### src/port_int_regs.svh
// Purpose: Offsets, field layouts and reset values of the port integration block
// Assumes: Byte-wide registers on a 10-bit register address
// Notes: Definitions only
`ifndef PORT_INT_REGS_SVH
`define PORT_INT_REGS_SVH

// Register offsets
`define PORT_D_DATA_OFS 10'h005
`define PORT_C_DIR_OFS 10'h006
`define PORT_D_DIR_OFS 10'h007
`define RSVD_LOW_FIRST_OFS 10'h008
`define RSVD_LOW_LAST_OFS 10'h019
`define PORT_A_SAMPLE_OFS 10'h120
`define RSVD_SINGLE_OFS 10'h121
`define PORT_A_DRIVE_OFS 10'h122

// Field widths
`define PORT_A_PINS 6
`define PORT_C_PINS 2
`define PORT_D_PINS 8
`define REG_ADDR_W 10
`define REG_DATA_W 8

// Reset values
`define PORT_D_DATA_RST 8'h00
`define PORT_D_DIR_RST 8'h00
`define PORT_C_DIR_RST 2'h0
`define PORT_A_DRIVE_RST 6'h00
`define REG_RDATA_RST 8'h00

// Die link data lane masks
`define LINK_WIDE_MASK 8'hFF
`define LINK_NARROW_MASK 8'h0F
`define LINK_NONE_MASK 8'h00

// Port C pin roles under the die link
`define PC_LINK_CLK_BIT 0
`define PC_LINK_INT_BIT 1

`endif

### src/port_types_pkg.sv
// Purpose: Types shared by the port integration block
// Assumes: Nothing beyond the register header
// Notes: Register select used by decode and read mux
package port_types_pkg;

  typedef enum {
    SEL_NONE,
    SEL_PD_DATA,
    SEL_PD_DIR,
    SEL_PC_DIR,
    SEL_PA_SAMPLE,
    SEL_PA_DRIVE
  } reg_sel_t;

  typedef logic [9:0] reg_addr_t;
  typedef logic [7:0] reg_byte_t;

endpackage

### src/pin_sync_if.sv
// Purpose: Carries raw pin levels to the synchroniser and synced levels back
// Assumes: One clock domain on the synced side
// Notes: Width set by the instantiating module
interface pin_sync_if #(parameter int WIDTH = 16);
  logic [WIDTH-1:0] raw;
  logic [WIDTH-1:0] synced;

  modport user
  (
    output raw,
    input synced
  );

  modport sync
  (
    input raw,
    output synced
  );
endinterface

### src/pin_level_sync.sv
// Purpose: Two-stage synchroniser for pin input levels
// Assumes: Pins are asynchronous to the core clock
// Notes: No reset, so sampled levels are never forced
module pin_level_sync #(parameter int WIDTH = 16)
(
  // Clock
  input wire logic I_CORE_CLK,
  // Pin levels
  pin_sync_if.sync pins
);

  logic [WIDTH-1:0] meta_q;
  logic [WIDTH-1:0] meta_d;
  logic [WIDTH-1:0] stable_q;
  logic [WIDTH-1:0] stable_d;

  always_comb
  begin
    meta_d = pins.raw;
    stable_d = meta_q;
  end

  always_ff @(posedge I_CORE_CLK)
  begin
    meta_q <= meta_d;
    stable_q <= stable_d;
  end

  assign pins.synced = stable_q;

  property p_sync_delay;
    @(posedge I_CORE_CLK) ##2 1 |-> (pins.synced == $past(pins.raw, 2));
  endproperty
  a_sync_delay: assert property (p_sync_delay) else $error("Synchroniser delay is not two cycles");

endmodule

### src/port_integration_registers.sv
// Purpose: Port D data, port C and D direction, port A sample and drive registers
// Assumes: Die link interface and port A/C data logic sit outside on the same clock
// Notes: Read data appear in the cycle after the read strobe only
`include "port_int_regs.svh"

// Function
// - Port D data read returns register where direction is one, else synced pin
// - Die link in wide mode owns all eight port D pins
// - Die link in narrow mode owns port D pins 3..0 only
// - Unclaimed port D pins work as plain I/O from data and direction
// - Port C direction register holds two bits, one per pin
// - Port D direction register holds eight bits, one per pin
// - Die link decides claimed pin direction; stored direction bits untouched
// - Direction one drives the pin; zero leaves it a high-impedance input
// - Reserved locations read zero and ignore writes
// - Port A sample register reads synced pins 5..0, read-only
// - Port A sample contents are not forced by reset
// - Drive bit one selects one-sixth drive; zero selects full drive
// - Drive bit has no effect while its pin is an input
// - Pull-downs on port D pins the die link uses as inputs
// - Port C pin 1 is link interrupt input, pin 0 link clock output
module port_integration_registers
(
  // Clock and reset
  input wire logic I_CORE_CLK,
  input wire logic I_SYS_RST,
  // Register port
  input wire logic [9:0] I_REG_ADDR,
  input wire logic [7:0] I_REG_WDATA,
  input wire logic I_REG_WR,
  input wire logic I_REG_RD,
  output logic [7:0] O_REG_RDATA,
  // Port A
  input wire logic [5:0] I_PA_PIN,
  input wire logic [5:0] I_PA_OE,
  output logic [5:0] O_PA_REDUCED_DRIVE,
  // Port C
  input wire logic [1:0] I_PC_PIN,
  input wire logic [1:0] I_PC_DATA,
  output logic [1:0] O_PC_OUT,
  output logic [1:0] O_PC_OE,
  output logic [1:0] O_PC_PULL_DOWN,
  // Port D
  input wire logic [7:0] I_PD_PIN,
  output logic [7:0] O_PD_OUT,
  output logic [7:0] O_PD_OE,
  output logic [7:0] O_PD_PULL_DOWN,
  // Die link interface
  input wire logic I_DIE_LINK_EN,
  input wire logic I_DIE_LINK_WIDE,
  input wire logic [7:0] I_DIE_LINK_DATA_OUT,
  input wire logic [7:0] I_DIE_LINK_DATA_OE,
  output logic [7:0] O_DIE_LINK_DATA_IN,
  input wire logic I_DIE_LINK_CLOCK_OUT,
  output logic O_DIE_LINK_INTERRUPT_IN
);

  localparam int SYNC_W = `PORT_C_PINS + `PORT_A_PINS + `PORT_D_PINS;

  function automatic port_types_pkg::reg_sel_t reg_decode(input logic [9:0] addr);
    port_types_pkg::reg_sel_t sel;
    sel = port_types_pkg::SEL_NONE;
    case (addr)
      `PORT_D_DATA_OFS: sel = port_types_pkg::SEL_PD_DATA;
      `PORT_D_DIR_OFS: sel = port_types_pkg::SEL_PD_DIR;
      `PORT_C_DIR_OFS: sel = port_types_pkg::SEL_PC_DIR;
      `PORT_A_SAMPLE_OFS: sel = port_types_pkg::SEL_PA_SAMPLE;
      `PORT_A_DRIVE_OFS: sel = port_types_pkg::SEL_PA_DRIVE;
      default: sel = port_types_pkg::SEL_NONE;
    endcase
    return sel;
  endfunction

  function automatic logic [7:0] link_claim(input logic en, input logic wide);
    logic [7:0] mask;
    mask = `LINK_NONE_MASK;
    if (en)
    begin
      mask = wide ? `LINK_WIDE_MASK : `LINK_NARROW_MASK;
    end
    return mask;
  endfunction

  function automatic logic [7:0] mixed_read(input logic [7:0] dir, input logic [7:0] stored,
                                            input logic [7:0] pin);
    return (dir & stored) | (~dir & pin);
  endfunction

  // Synchronised pins
  pin_sync_if #(.WIDTH(SYNC_W)) pins_if ();
  logic [7:0] pd_sync;
  logic [5:0] pa_sync;
  logic [1:0] pc_sync;

  assign pins_if.raw = {I_PC_PIN, I_PA_PIN, I_PD_PIN};

  pin_level_sync #(.WIDTH(SYNC_W)) u_sync
  (
    .I_CORE_CLK(I_CORE_CLK),
    .pins(pins_if.sync)
  );

  assign pd_sync = pins_if.synced[7:0];
  assign pa_sync = pins_if.synced[13:8];
  assign pc_sync = pins_if.synced[15:14];

  // Register state
  port_types_pkg::reg_sel_t sel;
  logic [7:0] pd_data_q;
  logic [7:0] pd_data_d;
  logic [7:0] pd_dir_q;
  logic [7:0] pd_dir_d;
  logic [1:0] pc_dir_q;
  logic [1:0] pc_dir_d;
  logic [5:0] pa_drive_q;
  logic [5:0] pa_drive_d;
  logic [7:0] rdata_q;
  logic [7:0] rdata_d;

  assign sel = reg_decode(I_REG_ADDR);

  always_comb
  begin
    pd_data_d = pd_data_q;
    pd_dir_d = pd_dir_q;
    pc_dir_d = pc_dir_q;
    pa_drive_d = pa_drive_q;
    rdata_d = `REG_RDATA_RST;
    // Reserved and unmapped offsets fall to no select: writes dropped
    if (I_REG_WR)
    begin
      case (sel)
        port_types_pkg::SEL_PD_DATA: pd_data_d = I_REG_WDATA;
        port_types_pkg::SEL_PD_DIR: pd_dir_d = I_REG_WDATA;
        port_types_pkg::SEL_PC_DIR: pc_dir_d = I_REG_WDATA[1:0];
        port_types_pkg::SEL_PA_DRIVE: pa_drive_d = I_REG_WDATA[5:0];
        default: pd_data_d = pd_data_q;
      endcase
    end
    if (I_REG_RD)
    begin
      case (sel)
        port_types_pkg::SEL_PD_DATA: rdata_d = mixed_read(pd_dir_q, pd_data_q, pd_sync);
        port_types_pkg::SEL_PD_DIR: rdata_d = pd_dir_q;
        port_types_pkg::SEL_PC_DIR: rdata_d = {6'h00, pc_dir_q};
        port_types_pkg::SEL_PA_SAMPLE: rdata_d = {2'h0, pa_sync};
        port_types_pkg::SEL_PA_DRIVE: rdata_d = {2'h0, pa_drive_q};
        default: rdata_d = `REG_RDATA_RST;
      endcase
    end
  end

  always_ff @(posedge I_CORE_CLK or posedge I_SYS_RST)
  begin
    if (I_SYS_RST)
    begin
      pd_data_q <= `PORT_D_DATA_RST;
      pd_dir_q <= `PORT_D_DIR_RST;
      pc_dir_q <= `PORT_C_DIR_RST;
      pa_drive_q <= `PORT_A_DRIVE_RST;
      rdata_q <= `REG_RDATA_RST;
    end
    else
    begin
      pd_data_q <= pd_data_d;
      pd_dir_q <= pd_dir_d;
      pc_dir_q <= pc_dir_d;
      pa_drive_q <= pa_drive_d;
      rdata_q <= rdata_d;
    end
  end

  assign O_REG_RDATA = rdata_q;

  // Pin muxing
  logic [7:0] claim;

  assign claim = link_claim(I_DIE_LINK_EN, I_DIE_LINK_WIDE);

  always_comb
  begin
    // Claimed lanes follow the link, the rest follow data and direction
    O_PD_OE = (claim & I_DIE_LINK_DATA_OE) | (~claim & pd_dir_q);
    O_PD_OUT = (claim & I_DIE_LINK_DATA_OUT) | (~claim & pd_data_q);
    O_PD_PULL_DOWN = claim & ~I_DIE_LINK_DATA_OE;
    O_DIE_LINK_DATA_IN = pd_sync & claim;
    if (I_DIE_LINK_EN)
    begin
      O_PC_OE = 2'h1;
      O_PC_OUT = {1'b0, I_DIE_LINK_CLOCK_OUT};
      O_PC_PULL_DOWN = 2'h2;
    end
    else
    begin
      O_PC_OE = pc_dir_q;
      O_PC_OUT = I_PC_DATA;
      O_PC_PULL_DOWN = 2'h0;
    end
    O_DIE_LINK_INTERRUPT_IN = I_DIE_LINK_EN & pc_sync[`PC_LINK_INT_BIT];
    O_PA_REDUCED_DRIVE = pa_drive_q & I_PA_OE;
  end

  // Checks
  property p_pd_read;
    @(posedge I_CORE_CLK) disable iff (I_SYS_RST)
      (I_REG_RD && sel == port_types_pkg::SEL_PD_DATA) |=>
        (O_REG_RDATA == (($past(pd_dir_q) & $past(pd_data_q)) | (~$past(pd_dir_q) & $past(pd_sync))));
  endproperty
  a_pd_read: assert property (p_pd_read) else $error("Port D data read mixes wrong sources");

  property p_wide_claim;
    @(posedge I_CORE_CLK) disable iff (I_SYS_RST)
      (I_DIE_LINK_EN && I_DIE_LINK_WIDE) |-> (O_PD_OE == I_DIE_LINK_DATA_OE && O_PD_OUT == I_DIE_LINK_DATA_OUT);
  endproperty
  a_wide_claim: assert property (p_wide_claim) else $error("Wide link does not own all port D pins");

  property p_narrow_claim;
    @(posedge I_CORE_CLK) disable iff (I_SYS_RST)
      (I_DIE_LINK_EN && !I_DIE_LINK_WIDE) |->
        (O_PD_OE[3:0] == I_DIE_LINK_DATA_OE[3:0] && O_PD_OE[7:4] == pd_dir_q[7:4]
         && O_PD_OUT[7:4] == pd_data_q[7:4]);
  endproperty
  a_narrow_claim: assert property (p_narrow_claim) else $error("Narrow link lane split wrong");

  property p_gpio_dir;
    @(posedge I_CORE_CLK) disable iff (I_SYS_RST)
      !I_DIE_LINK_EN |-> (O_PD_OE == pd_dir_q && O_PD_OUT == pd_data_q && O_PC_OE == pc_dir_q);
  endproperty
  a_gpio_dir: assert property (p_gpio_dir) else $error("Plain pins do not follow direction");

  property p_dir_hold;
    @(posedge I_CORE_CLK) disable iff (I_SYS_RST)
      !(I_REG_WR && (sel == port_types_pkg::SEL_PD_DIR || sel == port_types_pkg::SEL_PC_DIR)) |=>
        ($stable(pd_dir_q) && $stable(pc_dir_q));
  endproperty
  a_dir_hold: assert property (p_dir_hold) else $error("Direction bits changed without a write");

  property p_pc_dir_write;
    @(posedge I_CORE_CLK) disable iff (I_SYS_RST)
      (I_REG_WR && sel == port_types_pkg::SEL_PC_DIR) |=> (pc_dir_q == $past(I_REG_WDATA[1:0]));
  endproperty
  a_pc_dir_write: assert property (p_pc_dir_write) else $error("Port C direction write lost");

  property p_pd_dir_write;
    @(posedge I_CORE_CLK) disable iff (I_SYS_RST)
      (I_REG_WR && sel == port_types_pkg::SEL_PD_DIR) ##1 I_REG_RD && sel == port_types_pkg::SEL_PD_DIR |=>
        (O_REG_RDATA == $past(I_REG_WDATA, 2));
  endproperty
  a_pd_dir_write: assert property (p_pd_dir_write) else $error("Port D direction write not read back");

  property p_rsvd_read;
    @(posedge I_CORE_CLK) disable iff (I_SYS_RST)
      (I_REG_RD && (I_REG_ADDR == `RSVD_SINGLE_OFS
       || (I_REG_ADDR >= `RSVD_LOW_FIRST_OFS && I_REG_ADDR <= `RSVD_LOW_LAST_OFS))) |=> (O_REG_RDATA == 8'h00);
  endproperty
  a_rsvd_read: assert property (p_rsvd_read) else $error("Reserved location read not zero");

  property p_sample_read;
    @(posedge I_CORE_CLK) disable iff (I_SYS_RST)
      (I_REG_RD && sel == port_types_pkg::SEL_PA_SAMPLE) |=> (O_REG_RDATA == {2'h0, $past(I_PA_PIN, 3)});
  endproperty
  a_sample_read: assert property (p_sample_read) else $error("Port A sample not synced pin level");

  property p_drive;
    @(posedge I_CORE_CLK) disable iff (I_SYS_RST)
      (I_REG_WR && sel == port_types_pkg::SEL_PA_DRIVE) |=>
        (O_PA_REDUCED_DRIVE == ($past(I_REG_WDATA[5:0]) & I_PA_OE));
  endproperty
  a_drive: assert property (p_drive) else $error("Reduced drive not gated by output use");

  property p_pull_down;
    @(posedge I_CORE_CLK) disable iff (I_SYS_RST)
      (I_DIE_LINK_EN && I_DIE_LINK_WIDE && I_DIE_LINK_DATA_OE == 8'h00) |-> (O_PD_PULL_DOWN == 8'hFF);
  endproperty
  a_pull_down: assert property (p_pull_down) else $error("Link input pins lack pull-down");

  property p_pc_link;
    @(posedge I_CORE_CLK) disable iff (I_SYS_RST)
      I_DIE_LINK_EN |-> (O_PC_OE == 2'h1 && O_PC_OUT[0] == I_DIE_LINK_CLOCK_OUT && O_PC_PULL_DOWN[1]);
  endproperty
  a_pc_link: assert property (p_pc_link) else $error("Port C link roles wrong");

  property p_link_off_quiet;
    @(posedge I_CORE_CLK) disable iff (I_SYS_RST)
      !I_DIE_LINK_EN |-> (O_PD_PULL_DOWN == 8'h00 && O_PC_PULL_DOWN == 2'h0
        && O_DIE_LINK_DATA_IN == 8'h00 && !O_DIE_LINK_INTERRUPT_IN);
  endproperty
  a_link_off_quiet: assert property (p_link_off_quiet) else $error("Plain pins show link pull or data");

  property p_narrow_upper;
    @(posedge I_CORE_CLK) disable iff (I_SYS_RST)
      (I_DIE_LINK_EN && !I_DIE_LINK_WIDE) |-> (O_DIE_LINK_DATA_IN[7:4] == 4'h0 && O_PD_PULL_DOWN[7:4] == 4'h0);
  endproperty
  a_narrow_upper: assert property (p_narrow_upper) else $error("Narrow link touches upper pins");

  property p_ignored_write;
    @(posedge I_CORE_CLK) disable iff (I_SYS_RST)
      (I_REG_WR && (sel == port_types_pkg::SEL_NONE || sel == port_types_pkg::SEL_PA_SAMPLE)) |=>
        ($stable(pd_data_q) && $stable(pd_dir_q) && $stable(pc_dir_q) && $stable(pa_drive_q));
  endproperty
  a_ignored_write: assert property (p_ignored_write) else $error("Ignored write changed a register");

  property p_pd_data_write;
    @(posedge I_CORE_CLK) disable iff (I_SYS_RST)
      (I_REG_WR && sel == port_types_pkg::SEL_PD_DATA) |=>
        ((O_PD_OUT & ~claim) == ($past(I_REG_WDATA) & ~claim));
  endproperty
  a_pd_data_write: assert property (p_pd_data_write) else $error("Plain port D pins miss data write");

endmodule

### config.mk
export PLATFORM = sky130hd
export DESIGN_NAME = port_integration_registers
export DESIGN_NICKNAME = d
export VERILOG_FILES = /design/src/port_types_pkg.sv /design/src/pin_sync_if.sv /design/src/pin_level_sync.sv /design/src/port_integration_registers.sv
export VERILOG_INCLUDE_DIRS = /design/src
export SDC_FILE = /design/constraint.sdc
export NUM_CORES = 1
export LEC_CHECK = 0
export ABC_AREA = 0
export BUFFER_PORTS_ARGS = -buffer_cell sky130_fd_sc_hd__buf_2
export CORE_UTILIZATION = 44
export CTS_BUF_LIST = sky130_fd_sc_hd__clkbuf_4 sky130_fd_sc_hd__clkbuf_8
export CTS_CLUSTER_SIZE = 30
export DETAILED_ROUTE_END_ITERATION = 7
export GPL_TIMING_DRIVEN = 0
export PLACE_DENSITY = 0.78
export SYNTH_ARGS = -nofsm -noshare
export SYNTH_HDL_FRONTEND = slang
export SYNTH_SLANG_ARGS = --single-unit
### constraint.sdc
create_clock -name I_CORE_CLK -period 1.4 [get_ports I_CORE_CLK]
set_clock_uncertainty 0.1 [all_clocks]
set_input_delay 0.21 -clock I_CORE_CLK [delete_from_list [all_inputs] [get_ports I_CORE_CLK]]
set_output_delay 0.21 -clock I_CORE_CLK [all_outputs]
set_load 0.02 [all_outputs]
### After elaboration in Yosys (flattened, before gate mapping)

Cells that the tools add are included.

| word-level totals | value |
|---|---|
| input bits | 65 |
| bits in registers | 64 |
| logic and storage cells | 45 |
| latch bits | 0 |
| memory bits (read-only) | 0 |
| memories kept | 0 |
| RAM bits | 0 |

| cells by class | value |
|---|---|
| muxes and demuxes | 8 |
| $mul | 0 |
| bitwise operators | 16 |
| reduce and logical (&&, ||, !) cells | 4 |
| $add $sub $neg | 0 |
| $lt $le $gt $ge | 0 |
| divide/modulo/power cells | 0 |
| eq/ne operators | 10 |
| shifts and indexed selects | 0 |

Operators by type and width:

| kind | count |
|---|---|
| $and 8x8->8 | 8 |
| $eq 32x2->1 const B | 2 |
| $eq 32x3->1 const B | 2 |
| $pmux 8 s5 | 1 |
| $eq 32x1->1 const B | 1 |
| $eq 10x3->1 const B | 3 |
| $mux 8 | 3 |
| $not 8->8 | 3 |
| $or 8x8->8 | 3 |
| $eq 10x9->1 const B | 2 |
| $pmux 3 s5 | 1 |
| $reduce_and 2->1 | 4 |
| $and 6x6->6 | 1 |
| $mux 2 | 3 |
| $and 1x1->1 | 1 |

### Depth between registers and ports, before layout

| depth | value |
|---|---|
| depth after elaboration | 5 |
| mapped depth | 5 |
| depth with buffers taken out | 4 |

### Cells and area by module

Synthesis repeated with hierarchy kept, for this count alone.

| unflattened totals | value |
|---|---|
| cell total of the unflattened synthesis | 220 |
| area total of the unflattened synthesis | 2645.0 µm² |

Modules (own cells, without submodules):

| module | area each (µm²) | cells each | instances | seq. area each (µm²) |
|---|---|---|---|---|
| port_integration_registers | 2004.4 | 188 | 1 | 800.8 |
| pin_level_sync | 640.6 | 32 | 1 | 640.6 |

### Worst setup path before layout

Ideal clock, no wire load.

| timing | value |
|---|---|
| path type | in2reg |
| start | in I_REG_ADDR[4] |
| end | reg pd_data_q[0] |
| stages | 5 |
| data arrival time | 1.333 ns |
| data required time | 1.175 ns |
| library setup time | 0.125 ns |
| setup slack | -0.158 ns |
| buffers on the path | 1 |
| cells stage by stage | nor3_4 -> and4_4 -> and3_4 -> buf_12 -> mux2_4 |

| between the ends | value |
|---|---|
| longest elaborated chain between the ends | 4 |

Ends and longest elaborated chain:

| what | RTL line | source |
|---|---|---|
| start, declared | port_integration_registers.sv:28 | `input wire logic [9:0] I_REG_ADDR,` |
| $eq 10x9->1 / $eq 10x3->1 (equally long branches) | port_integration_registers.sv:63 | `case (addr)` |
| $pmux 3 s5 * | port_integration_registers.sv:63 |  |
| $eq 32x1->1 * | port_integration_registers.sv:132 | `case (sel)` |
| $reduce_and 2->1 (no line) * | - |  |
| end signal, assigned | port_integration_registers.sv:157 | `` pd_data_q <= `PORT_D_DATA_RST; `` |
| end signal, assigned | port_integration_registers.sv:165 | `pd_data_q <= pd_data_d;` |
| end, declared | port_integration_registers.sv:109 | `logic [7:0] pd_data_q;` |

Mark *: on every way between the ends. The rest lies on a longest branch, timed or not.
A chain may end at the register's enable or synchronous reset.

### Worst setup path in the final report

| timing | value |
|---|---|
| start | reg pd_dir_q[1] |
| end | out O_PD_OE[1] |

| between the ends | value |
|---|---|
| longest elaborated chain between the ends | 2 |

Ends and longest elaborated chain:

| what | RTL line | source |
|---|---|---|
| start, declared | port_integration_registers.sv:111 | `logic [7:0] pd_dir_q;` |
| start signal, assigned | port_integration_registers.sv:158 | `` pd_dir_q <= `PORT_D_DIR_RST; `` |
| start signal, assigned | port_integration_registers.sv:166 | `pd_dir_q <= pd_dir_d;` |
| $and 8x8->8 | port_integration_registers.sv:183 | `O_PD_OE = (claim & I_DIE_LINK_DATA_OE) \| (~claim & pd_dir_q);` |
| $or 8x8->8 | port_integration_registers.sv:183 |  |
| end, declared | port_integration_registers.sv:46 | `output logic [7:0] O_PD_OE,` |

No other way between the ends.

==> results.cfg <==
[floorplan]
io_pins = 118
num_rows = 27
core_um2 = 5640
start_util = 0.466
dieWidth_um = 79.3
dieArea_um2 = 6290
die_height_um = 79.3

[critical_path]
reg2regPathDepth = 5
cp-end-kind = output pin
path_delay_family = flip-flops
critPathLaunchType = flip-flop
cp_slowest_cell = dfrtp_1
crit_chain = mux2_4, buf_6
r2r_end = O_REG_RDATA[1]$_DFF_PP0_
rrSetupSlack_ns = 0.07
cp.arrival_ns = 1.13
worstSetupPathType = flip-flop to output pin
worstPathRequired_ns = 1.09
cpPeakStageDelay_ns = 0.40
crit_fanout = 2
worst-path-buf-inv = 1
r2r_start = pd_data_q[1]$_DFFE_PP0P_

[power]
p_leak_uw = 0.00211
power.switching_uw = 912
vdd_drop_max_mv = 0.863
swShare = 0.222
combPwrFrac = 0.131
seq_power_share = 0.451
p_int_uw = 3200
p_clk_frac = 0.418
p_per_area_nw_per_um2 = 1010

[clocking]
clk_latency_ns = 0.32
clk_pin_slew_worst_paths_ns = 0.07
cts_tree = built
cts.sinks = 62
cts_buffers = 9
h-tree-depth = 3
cts_buffer_depth = 2
root_buffer = clkbuf_8

[global_route]
antenna_found_initial = 0
grt-ovfl-total = 0
grt_max_degree = 33
grt_pass1_vias = 2225
grt_pass1_wl_mm = 10.8
grt_util_all_layers = 0.232

[logic_synthesis]
ys_warn_count = 0
ys_ff_latch = 62
ys_seq_area_frac = 0.533
synth_fp_nets = 275
synth.top_cell.area_share = 0.304
synth_area_leaders = dfrtp_1 30%, dfxtp_1 23%, mux2_2 12%
ys_types = 39
yosys.area.top_type = dfrtp_1
postSynth.topFlopCell = dfrtp_1
synthCells = 210
async_flop_share = 0.516
syn_area_um2 = 2630
synth_edf_count = 0
syn_area_per_cell_um2 = 12.5

[sta]
fin_crit_sh = 1.03
drv_slew = 0
fin_ws_ns = -0.0417
hold_viol = 0
max_freq_ghz = 0.694
tns_ns = -0.213
rsz0062_at_grt = true
period_minus_slack_ns = 1.44
finalSetupViolCount = 15
worstMarginPinSlew_ns = 0.732
slew_headroom = 0.509

[final_layout]
nFillCells = 395
finalInstanceArea_um2 = 4090
nets = 441
mostFrequentLayoutCells = 98 x buf_2, 32 x dfrtp_1, 30 x mux2_4, 30 x dfxtp_1, 26 x buf_4
layoutNonFillerInstCount = 453
num_antenna_cells = 0
fin_util = 0.725
syn_to_final_growth_pct = 55.5
final_layout_size_suffix_gt1_frac = 0.580
final_common_cell = buf_2

[routing]
ant_nets = 0
vias = 2211
wl_mm = 7.00
wire_per_inst_um = 15.5
drc = 0
drtPass1Iterations = 4
drtIter0Drc = 95
routed_via_density = 4.88

[worst_hold_path]
holdPathEnd = pd_dir_q[6]$_DFFE_PP0P_
hp-start = I_REG_WDATA[6]
hp-class = input pin to flip-flop
hold_depth = 2

[status]
violations = setup timing
status = complete, but fails checks

[placed_design]
portBuffers = 114
post-place-ws_ns = -0.439
place.gp.congestion = 0.860
placed_cell_area_um2 = 3290
dp_cells = 396
dp_hpwl_mm = 4.63

[job]
drv_cap = 0
==> how the worst max path moves through the flow <==
stage,startpoint,depth (start not counted),endpoint
after floorplan,I_REG_ADDR[6],5,pd_data_q[0]$_DFFE_PP0P_
after global placement,I_REG_ADDR[6],6,pd_data_q[6]$_DFFE_PP0P_
after detailed placement,I_REG_ADDR[6],6,pd_data_q[3]$_DFFE_PP0P_
after CTS,pd_dir_q[5]$_DFFE_PP0P_,2,O_PD_OE[5]
after global routing,pd_dir_q[1]$_DFFE_PP0P_,2,O_PD_OE[1]
final,pd_dir_q[1]$_DFFE_PP0P_,2,O_PD_OE[1]
==> cell usage after synthesis (2+ instances only) <==
cell type,count
a22oi_1,2
mux2_2,29
and2_1,11
nand2b_1,7
and3_1,4
inv_1,3
and3_4,2
a21oi_1,4
nor3_1,2
nand4_1,3
mux2_4,16
nor2b_1,7
buf_4,2
a32oi_1,4
buf_12,2
dfrtp_1,32
o21ai_0,13
clkbuf_1,4
buf_2,2
dfxtp_1,30
nand2_1,4
nor2_1,10
==> cell type report <==
type	count	area, µm²	area share
flip-flops and latches	62	1400	0.343
multi-input cells	134	1220	0.297
repair buffers	155	1040	0.255
clock buffers	12	153	0.0373
plain buffers	11	105	0.0257
well taps	72	90.1	0.0220
clock inverters	4	70.1	0.0171
inverters	3	11.3	0.00275
==> power groups by stage <==
stage	Combinational (µW)	Clock [µW]	Sequential [µW]
floorplan	224	0	1880
detailed placement	399	0	1890
CTS	508	1750	1850
finish	538	1720	1860
global route	579	1840	1860
global placement	391	0	1890
==> layer usage <==
| layer | vias up | global-route usage | routed length (µm) |
|---|---|---|---|
| li1 | 1065 | - | - |
| met1 | 1048 | 0.298 | 3090 |
| met2 | 98 | 0.394 | 3490 |
| met3 | 0 | 0.0494 | 426 |
| met4 | 0 | 0.0618 | 0 |
| met5 | - | 0 | 0 |
==> registers in the layout, indices dropped and copies added (netlist names) <==
signal and cells:
u_sync.meta_q 15, u_sync.pins.synced 15, O_REG_RDATA 8, pd_data_q 8, pd_dir_q 8, pa_drive_q 6, pc_dir_q 2
==> worst register-to-register path, cell delays in order (launching register included) <==
cell and delay, ns:
dfrtp_1 0.40, buf_4 0.15, o21ai_0 0.15, o21ai_0 0.14, a32oi_1 0.17, a21oi_1 0.08
==> kinds of logic after synthesis <==
| family | synth area share |
|---|---|
| flops | 0.533 |
| other cells | 0.00143 |
| simple gates | 0.150 |
| compound gates | 0.0647 |
| mux | 0.215 |
| buf+inv | 0.0361 |
==> metrics by stage <==
stage          hold slack [ns]  total power, µW
6_report                0.0378             4110
3_3_place_gp             0.211             2280
3_5_place_dp             0.212             2290
4_1_cts                 0.0173             4120
5_1_grt                 0.0326             4270
2_1_floorplan            0.138             2110
==> repair_timing <==
item	in CTS	in global routing
setup endpoints to repair	39	40
hold buffers	15	1
hold endpoints to repair	15	17
pin swaps	2	3
setup buffers	21	2
gates resized for setup	50	14
gates cloned	1	0
Note: power is estimated with default switching activity, not from simulation.
